==> src/hdl/cvps_consts.svh <==
// constants for the config variable programming sequencer
`ifndef CVPS_CONSTS_SVH
`define CVPS_CONSTS_SVH
`define CVPS_CLK_MHZ 125
`define CVPS_STEADY_MS 1000
`define CVPS_SLOW_MS 500
`define CVPS_SHORT_MS 100
`define CVPS_FAST_MS 50
`define CVPS_PAIR_ZERO 8'h50
`define CVPS_SHORT_LIMIT 8'h50
`define CVPS_LONG_KEY 8'h07
`define CVPS_TEN 8'h0a
`endif

==> src/hdl/cvps_pkg.sv <==
// types for the config variable programming sequencer
package cvps_pkg;
  typedef enum logic [3:0] {
    CVPS_IDLE, CVPS_S_NUM, CVPS_S_VAL, CVPS_L_NUM_HI, CVPS_L_NUM_LO,
    CVPS_L_VAL_HI, CVPS_L_VAL_LO, CVPS_STEADY
  } cvps_state_t;
  typedef enum logic [2:0] {
    CVPS_PAT_OFF, CVPS_PAT_BRIEF, CVPS_PAT_TWICE, CVPS_PAT_SLOW, CVPS_PAT_LS, CVPS_PAT_LSS,
    CVPS_PAT_LSSS, CVPS_PAT_ON
  } cvps_pat_t;
endpackage : cvps_pkg

==> src/hdl/cvps_lamp_if.sv <==
// pattern request channel between sequencer and lamp flasher
`timescale 1ns/1ps
interface cvps_lamp_if;
  import cvps_pkg::*;
  cvps_pat_t pattern;
  logic restart;
  modport seq (output pattern, output restart);
  modport lamp (input pattern, input restart);
endinterface : cvps_lamp_if

==> src/hdl/cvps_lamp.sv <==
// headlight flasher that plays the signalling patterns
`timescale 1ns/1ps
`include "cvps_consts.svh"
module cvps_lamp
  import cvps_pkg::*;
#(
  parameter int unsigned UNIT_CYCLES = `CVPS_CLK_MHZ * 1000 * `CVPS_FAST_MS
)(
  input wire logic clk_in,
  input wire logic reset_in,
  cvps_lamp_if.lamp req,
  output logic lamp_out
);
  logic [31:0] tick_q, tick_d;
  logic [3:0] slot_q, slot_d;
  logic lamp_q, lamp_d;
  logic [15:0] pat_bits;

  // sixteen slot bit pattern per request; one slot is one unit
  // a long pulse is three lit slots, a short one lit slot, a dark slot between pulses
  always_comb
  begin
    unique case (req.pattern)
      CVPS_PAT_OFF: pat_bits = 16'h0000;
      CVPS_PAT_BRIEF: pat_bits = 16'h0101;
      CVPS_PAT_TWICE: pat_bits = 16'h0005;
      CVPS_PAT_SLOW: pat_bits = 16'h00ff;
      CVPS_PAT_LS: pat_bits = 16'h1717;
      CVPS_PAT_LSS: pat_bits = 16'h5757;
      CVPS_PAT_LSSS: pat_bits = 16'h0157;
      CVPS_PAT_ON: pat_bits = 16'hffff;
    endcase
  end

  // slot sequencer; the twice pattern plays only once
  always_comb
  begin
    tick_d = tick_q + 32'h1;
    slot_d = slot_q;
    if (req.restart)
    begin
      tick_d = 32'h0;
      slot_d = 4'h0;
    end
    else if (tick_q >= UNIT_CYCLES - 1)
    begin
      tick_d = 32'h0;
      if (!(req.pattern == CVPS_PAT_TWICE && slot_q == 4'hf))
        slot_d = slot_q + 4'h1;
    end
    lamp_d = pat_bits[slot_d];
  end

  // registers
  always_ff @(posedge clk_in)
  begin
    if (reset_in)
    begin
      tick_q <= 32'h0;
      slot_q <= 4'h0;
      lamp_q <= 1'b0;
    end
    else
    begin
      tick_q <= tick_d;
      slot_q <= slot_d;
      lamp_q <= lamp_d;
    end
  end

  assign lamp_out = lamp_q;
endmodule : cvps_lamp

==> src/hdl/cvps_seq.sv <==
// config variable programming sequencer of a locomotive decoder
// Function
// - accept direct, register, paged track writes and addressed main-track writes.
// - main-track writes are applied, never answered with read data.
// - unaddressed programming-track writes execute regardless of our address.
// - bits inside a config variable are numbered 0 (lsb) to 7 (msb).
// - two-digit entry procedure only writes, never returns stored values.
// - short mode accepts number below 80 with value below 80.
// - long mode writes any variable with any value 0 to 255.
// - entered pair 80 means value zero.
// - entering short mode flashes briefly, then waits for a number.
// - confirmed number flashes twice quickly, then waits for value.
// - confirmed value is stored, lamps steady one second, then next entry.
// - number entry 80 in short mode or power cycle ends programming.
// - 07 into variable 07 switches to long mode, signalled by slow flash.
// - long number hi, flash long-short, units, flash long-short-short.
// - long value hi, flash long-short-short-short, units, then final confirm.
// - long mode lasts across writes until a power cycle.
`timescale 1ns/1ps
`include "cvps_consts.svh"
module cvps_seq
  import cvps_pkg::*;
#(
  parameter int unsigned STEADY_CYCLES = `CVPS_CLK_MHZ * 1000 * `CVPS_STEADY_MS,
  parameter int unsigned UNIT_CYCLES = `CVPS_CLK_MHZ * 1000 * `CVPS_FAST_MS
)(
  input wire logic clk_in,
  input wire logic reset_in,
  input wire logic power_up_in,
  input wire logic addr_match_in,
  input wire logic dir_held_in,
  input wire logic entry_valid_in,
  input wire logic [7:0] entry_in,
  input wire logic dir_change_in,
  input wire logic dcc_write_in,
  input wire logic dcc_main_in,
  input wire logic dcc_addressed_in,
  input wire logic [9:0] dcc_cv_in,
  input wire logic [7:0] dcc_data_in,
  output logic wr_en_out,
  output logic [9:0] wr_cv_out,
  output logic [7:0] wr_data_out,
  output logic prog_active_out,
  output logic long_mode_out,
  output logic lamp_out
);
  cvps_state_t state_q, state_d, ret_q, ret_d;
  logic long_q, long_d;
  logic [7:0] entry_q, entry_d;
  logic [7:0] num_hi_q, num_hi_d;
  logic [9:0] cv_q, cv_d;
  logic [7:0] val_hi_q, val_hi_d;
  logic [31:0] hold_q, hold_d;
  logic wr_q, wr_d;
  logic [9:0] wcv_q, wcv_d;
  logic [7:0] wdat_q, wdat_d;
  cvps_pat_t pat_q, pat_d;
  logic restart;
  logic [7:0] entry_val;
  logic [9:0] comb_num;
  logic [9:0] comb_val;

  cvps_lamp_if lamp_ch ();

  // entered pair 80 stands for zero
  assign entry_val = (entry_q == `CVPS_PAIR_ZERO) ? 8'h00 : entry_q;
  // hi times ten plus units for long mode
  assign comb_num = 10'(num_hi_q) * 10'(`CVPS_TEN) + 10'(entry_val);
  assign comb_val = 10'(val_hi_q) * 10'(`CVPS_TEN) + 10'(entry_val);

  // entry sequencer next state
  always_comb
  begin
    state_d = state_q;
    ret_d = ret_q;
    long_d = long_q;
    entry_d = entry_valid_in ? entry_in : entry_q;
    num_hi_d = num_hi_q;
    cv_d = cv_q;
    val_hi_d = val_hi_q;
    hold_d = hold_q;
    pat_d = pat_q;
    wr_d = 1'b0;
    wcv_d = wcv_q;
    wdat_d = wdat_q;
    if (power_up_in)
    begin
      // power restored: a held direction with our address enters, else leave
      long_d = 1'b0;
      pat_d = CVPS_PAT_OFF;
      state_d = CVPS_IDLE;
      if (dir_held_in && addr_match_in)
      begin
        state_d = CVPS_S_NUM;
        pat_d = CVPS_PAT_BRIEF;
      end
    end
    else if (state_q == CVPS_IDLE)
    begin
      // ordinary dcc programming: writes only, no answers produced
      if (dcc_write_in && (dcc_main_in ? dcc_addressed_in : 1'b1))
      begin
        wr_d = 1'b1;
        wcv_d = dcc_cv_in;
        wdat_d = dcc_data_in;
      end
    end
    else if (state_q == CVPS_STEADY)
    begin
      if (hold_q >= STEADY_CYCLES - 1)
      begin
        state_d = ret_q;
        pat_d = (ret_q == CVPS_L_NUM_HI) ? CVPS_PAT_SLOW : CVPS_PAT_BRIEF;
      end
      else
        hold_d = hold_q + 32'h1;
    end
    else if (dir_change_in)
    begin
      unique case (state_q)
        CVPS_S_NUM:
        begin
          if (entry_q == `CVPS_PAIR_ZERO)
          begin
            state_d = CVPS_IDLE;
            pat_d = CVPS_PAT_OFF;
          end
          else if (entry_q < `CVPS_SHORT_LIMIT)
          begin
            cv_d = 10'(entry_q);
            state_d = CVPS_S_VAL;
            pat_d = CVPS_PAT_TWICE;
          end
        end
        CVPS_S_VAL:
        begin
          if (entry_q == `CVPS_LONG_KEY && cv_q == 10'(`CVPS_LONG_KEY))
          begin
            long_d = 1'b1;
            state_d = CVPS_L_NUM_HI;
            pat_d = CVPS_PAT_SLOW;
          end
          else if (entry_val < `CVPS_SHORT_LIMIT)
          begin
            wr_d = 1'b1;
            wcv_d = cv_q;
            wdat_d = entry_val;
            state_d = CVPS_STEADY;
            ret_d = CVPS_S_NUM;
            hold_d = 32'h0;
            pat_d = CVPS_PAT_ON;
          end
        end
        CVPS_L_NUM_HI:
        begin
          num_hi_d = entry_val;
          state_d = CVPS_L_NUM_LO;
          pat_d = CVPS_PAT_LS;
        end
        CVPS_L_NUM_LO:
        begin
          cv_d = comb_num;
          state_d = CVPS_L_VAL_HI;
          pat_d = CVPS_PAT_LSS;
        end
        CVPS_L_VAL_HI:
        begin
          val_hi_d = entry_val;
          state_d = CVPS_L_VAL_LO;
          pat_d = CVPS_PAT_LSSS;
        end
        CVPS_L_VAL_LO:
        begin
          if (comb_val <= 10'h0ff)
          begin
            wr_d = 1'b1;
            wcv_d = cv_q;
            wdat_d = comb_val[7:0];
          end
          state_d = CVPS_STEADY;
          ret_d = CVPS_L_NUM_HI;
          hold_d = 32'h0;
          pat_d = CVPS_PAT_ON;
        end
        default:
        begin
          state_d = CVPS_IDLE;
        end
      endcase
    end
  end

  // sequencer registers
  always_ff @(posedge clk_in)
  begin
    if (reset_in)
    begin
      state_q <= CVPS_IDLE;
      ret_q <= CVPS_S_NUM;
      long_q <= 1'b0;
      entry_q <= 8'h00;
      num_hi_q <= 8'h00;
      cv_q <= 10'h000;
      val_hi_q <= 8'h00;
      hold_q <= 32'h0;
      pat_q <= CVPS_PAT_OFF;
      wr_q <= 1'b0;
      wcv_q <= 10'h000;
      wdat_q <= 8'h00;
    end
    else
    begin
      state_q <= state_d;
      ret_q <= ret_d;
      long_q <= long_d;
      entry_q <= entry_d;
      num_hi_q <= num_hi_d;
      cv_q <= cv_d;
      val_hi_q <= val_hi_d;
      hold_q <= hold_d;
      pat_q <= pat_d;
      wr_q <= wr_d;
      wcv_q <= wcv_d;
      wdat_q <= wdat_d;
    end
  end

  // restart the flasher whenever the pattern changes
  assign restart = (pat_d != pat_q);
  assign lamp_ch.pattern = pat_q;
  assign lamp_ch.restart = restart;

  cvps_lamp #(.UNIT_CYCLES(UNIT_CYCLES)) u_lamp (
    .clk_in(clk_in),
    .reset_in(reset_in),
    .req(lamp_ch.lamp),
    .lamp_out(lamp_out)
  );

  assign wr_en_out = wr_q;
  assign wr_cv_out = wcv_q;
  assign wr_data_out = wdat_q;
  assign prog_active_out = (state_q != CVPS_IDLE);
  assign long_mode_out = long_q;

  // checks
  a_short_limit: assert property (@(posedge clk_in) disable iff (reset_in)
    (wr_q && !long_q && state_q == CVPS_STEADY && ret_q == CVPS_S_NUM) |-> wdat_q < `CVPS_SHORT_LIMIT)
    else $error("short write value out of range");
  a_exit_eighty: assert property (@(posedge clk_in) disable iff (reset_in)
    (state_q == CVPS_S_NUM && dir_change_in && !power_up_in && entry_q == `CVPS_PAIR_ZERO)
    |=> state_q == CVPS_IDLE)
    else $error("entry 80 did not end programming");
  a_long_enter: assert property (@(posedge clk_in) disable iff (reset_in)
    (state_q == CVPS_S_VAL && dir_change_in && !power_up_in && entry_q == `CVPS_LONG_KEY && cv_q == 10'h007)
    |=> long_q && pat_q == CVPS_PAT_SLOW)
    else $error("long mode not entered");
  a_long_keep: assert property (@(posedge clk_in) disable iff (reset_in)
    (long_q && !power_up_in) |=> long_q)
    else $error("long mode lost without power cycle");
  a_twice_after: assert property (@(posedge clk_in) disable iff (reset_in)
    $rose(state_q == CVPS_S_VAL) |-> pat_q == CVPS_PAT_TWICE)
    else $error("number confirm not flashed twice");
  a_zero_map: assert property (@(posedge clk_in) disable iff (reset_in)
    (state_q == CVPS_S_VAL && dir_change_in && !power_up_in && entry_q == `CVPS_PAIR_ZERO && cv_q != 10'h007)
    |=> wr_q && wdat_q == 8'h00)
    else $error("entry 80 not written as zero");
  a_steady_on: assert property (@(posedge clk_in) disable iff (reset_in)
    (state_q == CVPS_STEADY) |-> pat_q == CVPS_PAT_ON)
    else $error("lamps not steady after store");
  a_enter_brief: assert property (@(posedge clk_in) disable iff (reset_in)
    (power_up_in && dir_held_in && addr_match_in) |=> state_q == CVPS_S_NUM && pat_q == CVPS_PAT_BRIEF)
    else $error("programming entry not signalled");
  a_main_addr: assert property (@(posedge clk_in) disable iff (reset_in)
    (state_q == CVPS_IDLE && !power_up_in && dcc_write_in && dcc_main_in && !dcc_addressed_in) |=> !wr_q)
    else $error("unaddressed main write applied");
endmodule : cvps_seq

==> config.mk <==
export PLATFORM = sky130hd
export DESIGN_NAME = cvps_seq
export DESIGN_NICKNAME = d
export VERILOG_FILES = /design/src/hdl/cvps_pkg.sv /design/src/hdl/cvps_lamp_if.sv /design/src/hdl/cvps_lamp.sv /design/src/hdl/cvps_seq.sv
export VERILOG_INCLUDE_DIRS = /design/src /design/src/hdl
export SDC_FILE = /design/constraint.sdc
export NUM_CORES = 1
export LEC_CHECK = 0
export ABC_AREA = 0
export BUFFER_PORTS_ARGS = -buffer_cell sky130_fd_sc_hd__clkbuf_2
export CELL_PAD_IN_SITES_DETAIL_PLACEMENT = 1
export CELL_PAD_IN_SITES_GLOBAL_PLACEMENT = 1
export CORE_MARGIN = 2
export CORE_UTILIZATION = 50
export CTS_CLUSTER_SIZE = 10
export DETAILED_ROUTE_END_ITERATION = 8
export PLACE_DENSITY_LB_ADDON = 0.12
export SLEW_MARGIN = 0
export SYNTH_ARGS = -nofsm -noshare
export SYNTH_HDL_FRONTEND = slang
export SYNTH_SLANG_ARGS = --single-unit
==> constraint.sdc <==
create_clock -name clk_in -period 8.2 [get_ports clk_in]
set_clock_uncertainty 0.05 [all_clocks]
set_input_delay 1.64 -clock clk_in [delete_from_list [all_inputs] [get_ports clk_in]]
set_output_delay 1.64 -clock clk_in [all_outputs]
set_load 0.1 [all_outputs]
* Word level (Yosys, flattened, before mapping)
Memory sizes are Yosys's and may differ from the RTL's. A register that Yosys moved wholly into a read port is not among the register bits. Cells that the tools add are included.
Storage, ports and cells: register bits 134, bits in read-only memories 128, input port bits 36, output and inout port bits 22, word-level logic and storage cells 152, memories kept 1
Cells by class: $add $sub $neg 5, multipliers 2, magnitude comparators 6, eq/ne operators 30, muxes and demuxes 67, bitwise logic cells 3, reduce and logical (&&, ||, !) cells 23
Memory list:
- (no name shown) | words 8, width 16, rd ports 1, clocked after memory_dff 1, wr ports 0, line cvps_lamp.sv:23 | unique case (req.pattern)
Operator list (number):
- two-way mux 32 bit | 5
- two-way mux 10 bit | 9
- adder 32 x 1 -> 32 bit (second input constant) | 2
- two-way mux 8 bit | 8
- case mux 32 bit (2 select lines) | 1
- two-way mux 4 bit | 14
- case mux 10 bit (2 select lines) | 2
- greater-or-equal comparator 32 x 23 -> 1 bit (second input constant) | 1
- greater-or-equal comparator 32 x 27 -> 1 bit (second input constant) | 1
- two-way mux 3 bit | 10
- case mux 4 bit (6 select lines) | 1
- AND reduction 7 bit | 3
- adder 10 x 8 -> 10 bit | 2
- AND reduction 5 bit | 4
- multiplier 8 x 3 -> 9 bit (second input constant) | 2
- case mux 3 bit (6 select lines) | 1
- equality test 4 x 3 -> 1 bit (second input constant) | 4
- < comparator 8 x 7 -> 1 bit (second input constant) | 2
- case mux 8 bit (2 select lines) | 1
- != test 3 bit (second input constant) | 5
- != test 2 bit (second input constant) | 7
- equality test 4 x 2 -> 1 bit (second input constant) | 3
- two-way mux 1 bit | 11
- equality test 10 x 3 -> 1 bit (second input constant) | 1
- 25 further kinds | 36

* Depth between registers and ports, before layout
depth in word-level cells 14, mapped depth 15, gate-level depth less buffers 14

* Hierarchy
From an unflattened synthesis, not the netlist that was laid out.
Second synthesis, totals: cell total of the unflattened synthesis 966, area total of the unflattened synthesis 7741.2 µm²
Modules (own cells, without submodules):
- cvps_seq | instances 1, cells an instance 785, area each 6115.9 µm², sequential area each 1861.8 µm²
- cvps_lamp | instances 1, cells an instance 181, area each 1625.3 µm², sequential area each 740.7 µm²

* Worst setup path before layout
Ideal clock, no wire load.
path kind reg-to-output, start point register state_q[2], end point output port prog_active_out, arrival 2211 ps, slack 4299 ps, cell stages (with the launch flop) 6, cell sequence dfxtp_1 -> clkbuf_1 -> clkbuf_1 -> nor3_1 -> inv_1 -> clkbuf_1
Between the ends: longest elaborated chain between the ends 1
Ends and longest elaborated chain:
- start, declared | line cvps_seq.sv:47 | cvps_state_t state_q, state_d, ret_q, ret_d;
- start signal, assigned | line cvps_seq.sv:213 | state_q <= state_d;
- nonzero test 4 bit | line cvps_seq.sv:243 | assign prog_active_out = (state_q != CVPS_IDLE);
- end, declared | line cvps_seq.sv:43 | output logic prog_active_out,
Every way passes these cells.

* Final worst setup path
start point register entry_q[5], end point register wcv_q[2] (netlist: wr_cv_out[2])
Between the ends: longest elaborated chain between the ends 6, elaborated cells between the ends (all ways) 11, classes of those cells add/sub: 1; order compare: 2; eq/ne: 5; mux: 1; reduce/logical: 2
Ends and longest elaborated chain:
- start, declared | line cvps_seq.sv:49 | logic [7:0] entry_q, entry_d;
- start signal, assigned | line cvps_seq.sv:216 | entry_q <= entry_d;
- equality test 8 x 7 -> 1 bit (no source line) *
- two-way mux 8 bit * | line cvps_seq.sv:66 | assign entry_val = (entry_q == `CVPS_PAIR_ZERO) ? 8'h00 : entry_q;
- named net entry_val[4] | line cvps_seq.sv:59 | logic [7:0] entry_val;
- adder 10 x 8 -> 10 bit | line cvps_seq.sv:69 | assign comb_val = 10'(val_hi_q) * 10'(`CVPS_TEN) + 10'(entry_val);
- <= comparator 10 x 8 -> 1 bit | line cvps_seq.sv:174 | if (comb_val <= 10'h0ff)
- != test 3 bit (no source line)
- AND reduction 8 bit (no source line) *
- end signal, assigned | line cvps_seq.sv:223 | wcv_q <= wcv_d;
- end, declared | line cvps_seq.sv:55 | logic [9:0] wcv_q, wcv_d;
The timed path passes the listed nets; every way through them passes the cells marked *. A chain may end at the register's enable or synchronous reset.

==> Flow_metrics.wiki <==
{| class="wikitable"
! Metric !! Value
|-
| Result of the run || complete, no violations
|-
| Core Area || 15,300 µm²
|-
| Arrival time reported for the critical path endpoint || 4330 ps
|-
| Routability Congestion || 0.859
|-
| Clock tree from TritonCTS || yes
|-
| Cell area after synthesis || 7880 µm²
|-
| CTS root buffer || clkbuf_16
|-
| Number of nets at the end of the flow || 1,045
|-
| Kind of critical path || flop to flop
|-
| Share of layout cells above drive strength 1 || 14.4%
|-
| Non-Filler Cell Area, Final || 8810 µm²
|-
| Startpoint Class || flop
|-
| Number of flops mapped to enable cells by yosys || 0
|-
| # Max-Cap Violations || 0
|-
| Largest net degree at the start of global routing || 65
|-
| Buffers inserted during post-CTS setup optimization || 0
|-
| Maximum ir drop on the vdd rail || 146 µV
|-
| Antenna fix cells || 0
|-
| Total GRT Usage || 26.2%
|-
| Proportion of register bits with asynchronous set or reset after synthesis || 0%
|-
| Router iterations before antenna repair || 5
|-
| Setup repair after global routing missed its margin || false
|-
| Final total power || 1.60 mW
|-
| Top cells by count, synth || dfxtp_1, nor2_1, nand2_1
|-
| Top cells by area in the synthesized netlist || dfxtp_1, mux2i_1, ha_1, nor2_1, nand2_1
|-
| Number of rows created at floorplan || 45
|-
| Die Height || 130 µm
|-
| Fraction of synthesized cell area taken by the top area cell type || 35.3%
|-
| Number of sinks on the clock net || 139
|-
| Class of the tightest hold or removal check || flop to flop
|-
| Crit path largest cell delay || 460 ps
|-
| Hold_buf cts || 0
|-
| Slowest stage cell, crit path || dfxtp_1
|-
| Synth Register Bits || 139
|-
| Number of buffers created by CTS || 17
|-
| Chain of cells forming the critical path || nor3_2, nand4_1, and2_1, ha_1, o21ai_0, a21boi_0, o21ai_0, a21boi_0, o211a_1, o311ai_4, buf_4, mux2i_1, nor2_1
|-
| Achievable Freq || 0.244 GHz
|-
| Post-synthesis cell type with the largest combined area || dfxtp_1
|-
| Layout Cells excl Fill || 1,189
|-
| Cell count after synthesis || 918
|-
| Part of the Yosys area used for sequential elements || 35.3%
|-
| Number of hold-slack violations in the final timing report || 0
|-
| Vias in the first global route || 7,145
|-
| Average cell area after synthesis || 8.58 µm²
|-
| Clock transition at the registers of the reported paths || 60 ps
|-
| Transition time of the tightest slew-check pin || 1060 ps
|-
| Leakage Power || 3.71 nW
|-
| Filler instances || 1,861
|-
| Prevailing post-synth register cell || dfxtp_1
|-
| CP Max Fanout || 17
|-
| Largest delay contributor family on the critical path || compound AO/OA/AOI/OAI gates
|-
| Source-to-sink clock delay at the later pin of the worst-skew pair || 430 ps
|-
| Setup TNS after final layout || 0 ps
|-
| Wire length of the first global-routing pass || 35,000 µm
|-
| Instance count after placement with tap cells included || 1,158
|-
| Total number of vias || 6,688
|-
| Number of antenna violations at the first check in global routing || 0
|-
| P&R area growth vs syn || 11.8%
|-
| Iteration-0 DRC Markers || 254
|-
| Number of H-tree levels || 4
|-
| Worst setup margin || 4100 ps
|-
| Number of gates resized after CTS || 0
|-
| Worst Hold Margin || 414 ps
|-
| Initial cell density of the core || 51.4%
|-
| Die ar. || 16,800 µm²
|-
| Capturing element type of the critical path || flop
|-
| Horizontal die dimension || 130 µm
|-
| Average wire per standard cell || 17.4 µm
|-
| Count of buffer and inverter cells on the critical path || 1
|-
| IO Port Bufs || 57
|-
| Bufs on Longest Clock Path || 2
|-
| Number of distinct library cells after synthesis || 78
|-
| Yosys warns || 0
|-
| Setup violations, final || 0
|-
| Dominant cell by count in the synthesized netlist || dfxtp_1
|-
| Total congestion overflow after global routing || 0
|-
| Routed wire length || 20,600 µm
|-
| Fin util || 57.5%
|-
| Post-route DRC || 0
|-
| Shortest clock period the worst path allows after layout || 4100 ps
|-
| Count of antenna-violating nets left after detailed routing || 0
|-
| Worst endpoint required time || 8430 ps
|-
| Final slew viol count || 0
|-
| Number of primary I/O pins || 58
|-
| HPWL after detailed placement || 15,000 µm
|-
| Post-place instance area || 8240 µm²
|-
| Power Dens Cells || 181 nW/µm²
|-
| Final worst-path cycle share || 49.9%
|-
| Post-Place Worst Slack || 3890 ps
|-
| Tightest slew margin relative to the limit || 29.5%
|-
| Number of vias per cell after detailed routing || 5.62
|}
-- worst paths after layout --
check,to,start,slack (ps),depth (start not counted)
worst max-delay path,wr_cv_out[2],entry_q[5],4100,13
worst min-delay path,u_lamp.tick_q[0],u_lamp.tick_q[0],410,1
worst max register to register,wr_cv_out[2],entry_q[5],4100,13
worst min register to register,u_lamp.tick_q[0],u_lamp.tick_q[0],410,1
-- cells by family (layout without fill, tap and decap cells) --
kind of cell               after synthesis  in the layout  share of synthesized area [%]
muxes                                   50             50                           6.37
adders and majority gates               43             43                           7.21
AOI/OAI and AO/OA                      164            164                           13.7
DFF                                    139            139                           35.3
other                                    1              9                         0.0476
and+or+nand+nor                        372            372                           24.4
xor gates and xnor gates                63             63                           7.24
buffers and inverters                   86            138                           5.64
-- registers in the layout, summed over array words and instances, names as in the netlist --
signal	count
hold_q	32
u_lamp.tick_q	32
cv_q	10
wr_cv_out	10
u_lamp.pat_bits	9
entry_q	8
num_hi_q	8
val_hi_q	8
wr_data_out	8
u_lamp.slot_q	4
lamp_ch.pattern	3
state_q	3
long_mode_out	1
ret_q	1
u_lamp.lamp_out	1
wr_en_out	1
-- layer usage --
metal	routed length [µm]	global-route usage (%)	vias up
met5	0	0	-
met4	493	9.49	0
met3	579	4.71	39
met2	10900	48.7	106
met1	8710	30.1	3273
li1	-	-	3270
-- area by class of cell --
class | count | area, µm² | area share (%)
multi-input combinational | 701 | 4700 | 53.4
timing repair buffer | 62 | 323 | 3.66
inverter | 45 | 169 | 1.92
clock inverter | 11 | 120 | 1.36
clock buffer | 20 | 447 | 5.07
sequential | 139 | 2780 | 31.6
tap | 211 | 264 | 3.00
-- cells in the final DEF, fill, tap and decap left out, types with 4 or more instances in the layout --
cell type | netlist | routed
or2_2 | 4 | 5
o22ai_1 | 5 | 5
clkinv_2 | 0 | 4
nand2b_1 | 5 | 5
o211ai_1 | 10 | 10
ha_1 | 39 | 39
clkbuf_2 | 0 | 57
xnor2_1 | 32 | 32
inv_1 | 43 | 43
a21o_1 | 9 | 9
clkbuf_16 | 0 | 17
a21oi_1 | 46 | 46
nor2_1 | 129 | 129
a31o_2 | 6 | 6
nor2b_1 | 11 | 11
a31oi_1 | 9 | 9
xor2_1 | 30 | 30
dfxtp_1 | 139 | 139
mux2i_1 | 49 | 49
a211oi_1 | 5 | 5
fa_1 | 4 | 4
nand4_1 | 16 | 16
nand2_1 | 83 | 83
conb_1 | 1 | 9
and3_1 | 14 | 14
o21ai_0 | 34 | 34
and2_1 | 8 | 8
nand3_1 | 28 | 28
buf_4 | 1 | 5
nor2_4 | 18 | 18
or3_1 | 6 | 6
o31ai_1 | 6 | 6
nor3_1 | 20 | 19
a21boi_0 | 7 | 7
-- power breakdown --
group | switching [mW] | total [mW] | internal (mW) | leakage [nW]
sequential | 0.0179 | 0.706 | 0.688 | 1.13
clock | 0.293 | 0.745 | 0.452 | 0.272
combinational | 0.102 | 0.147 | 0.0451 | 2.31
No activity file was read; power rests on OpenSTA's default activity.
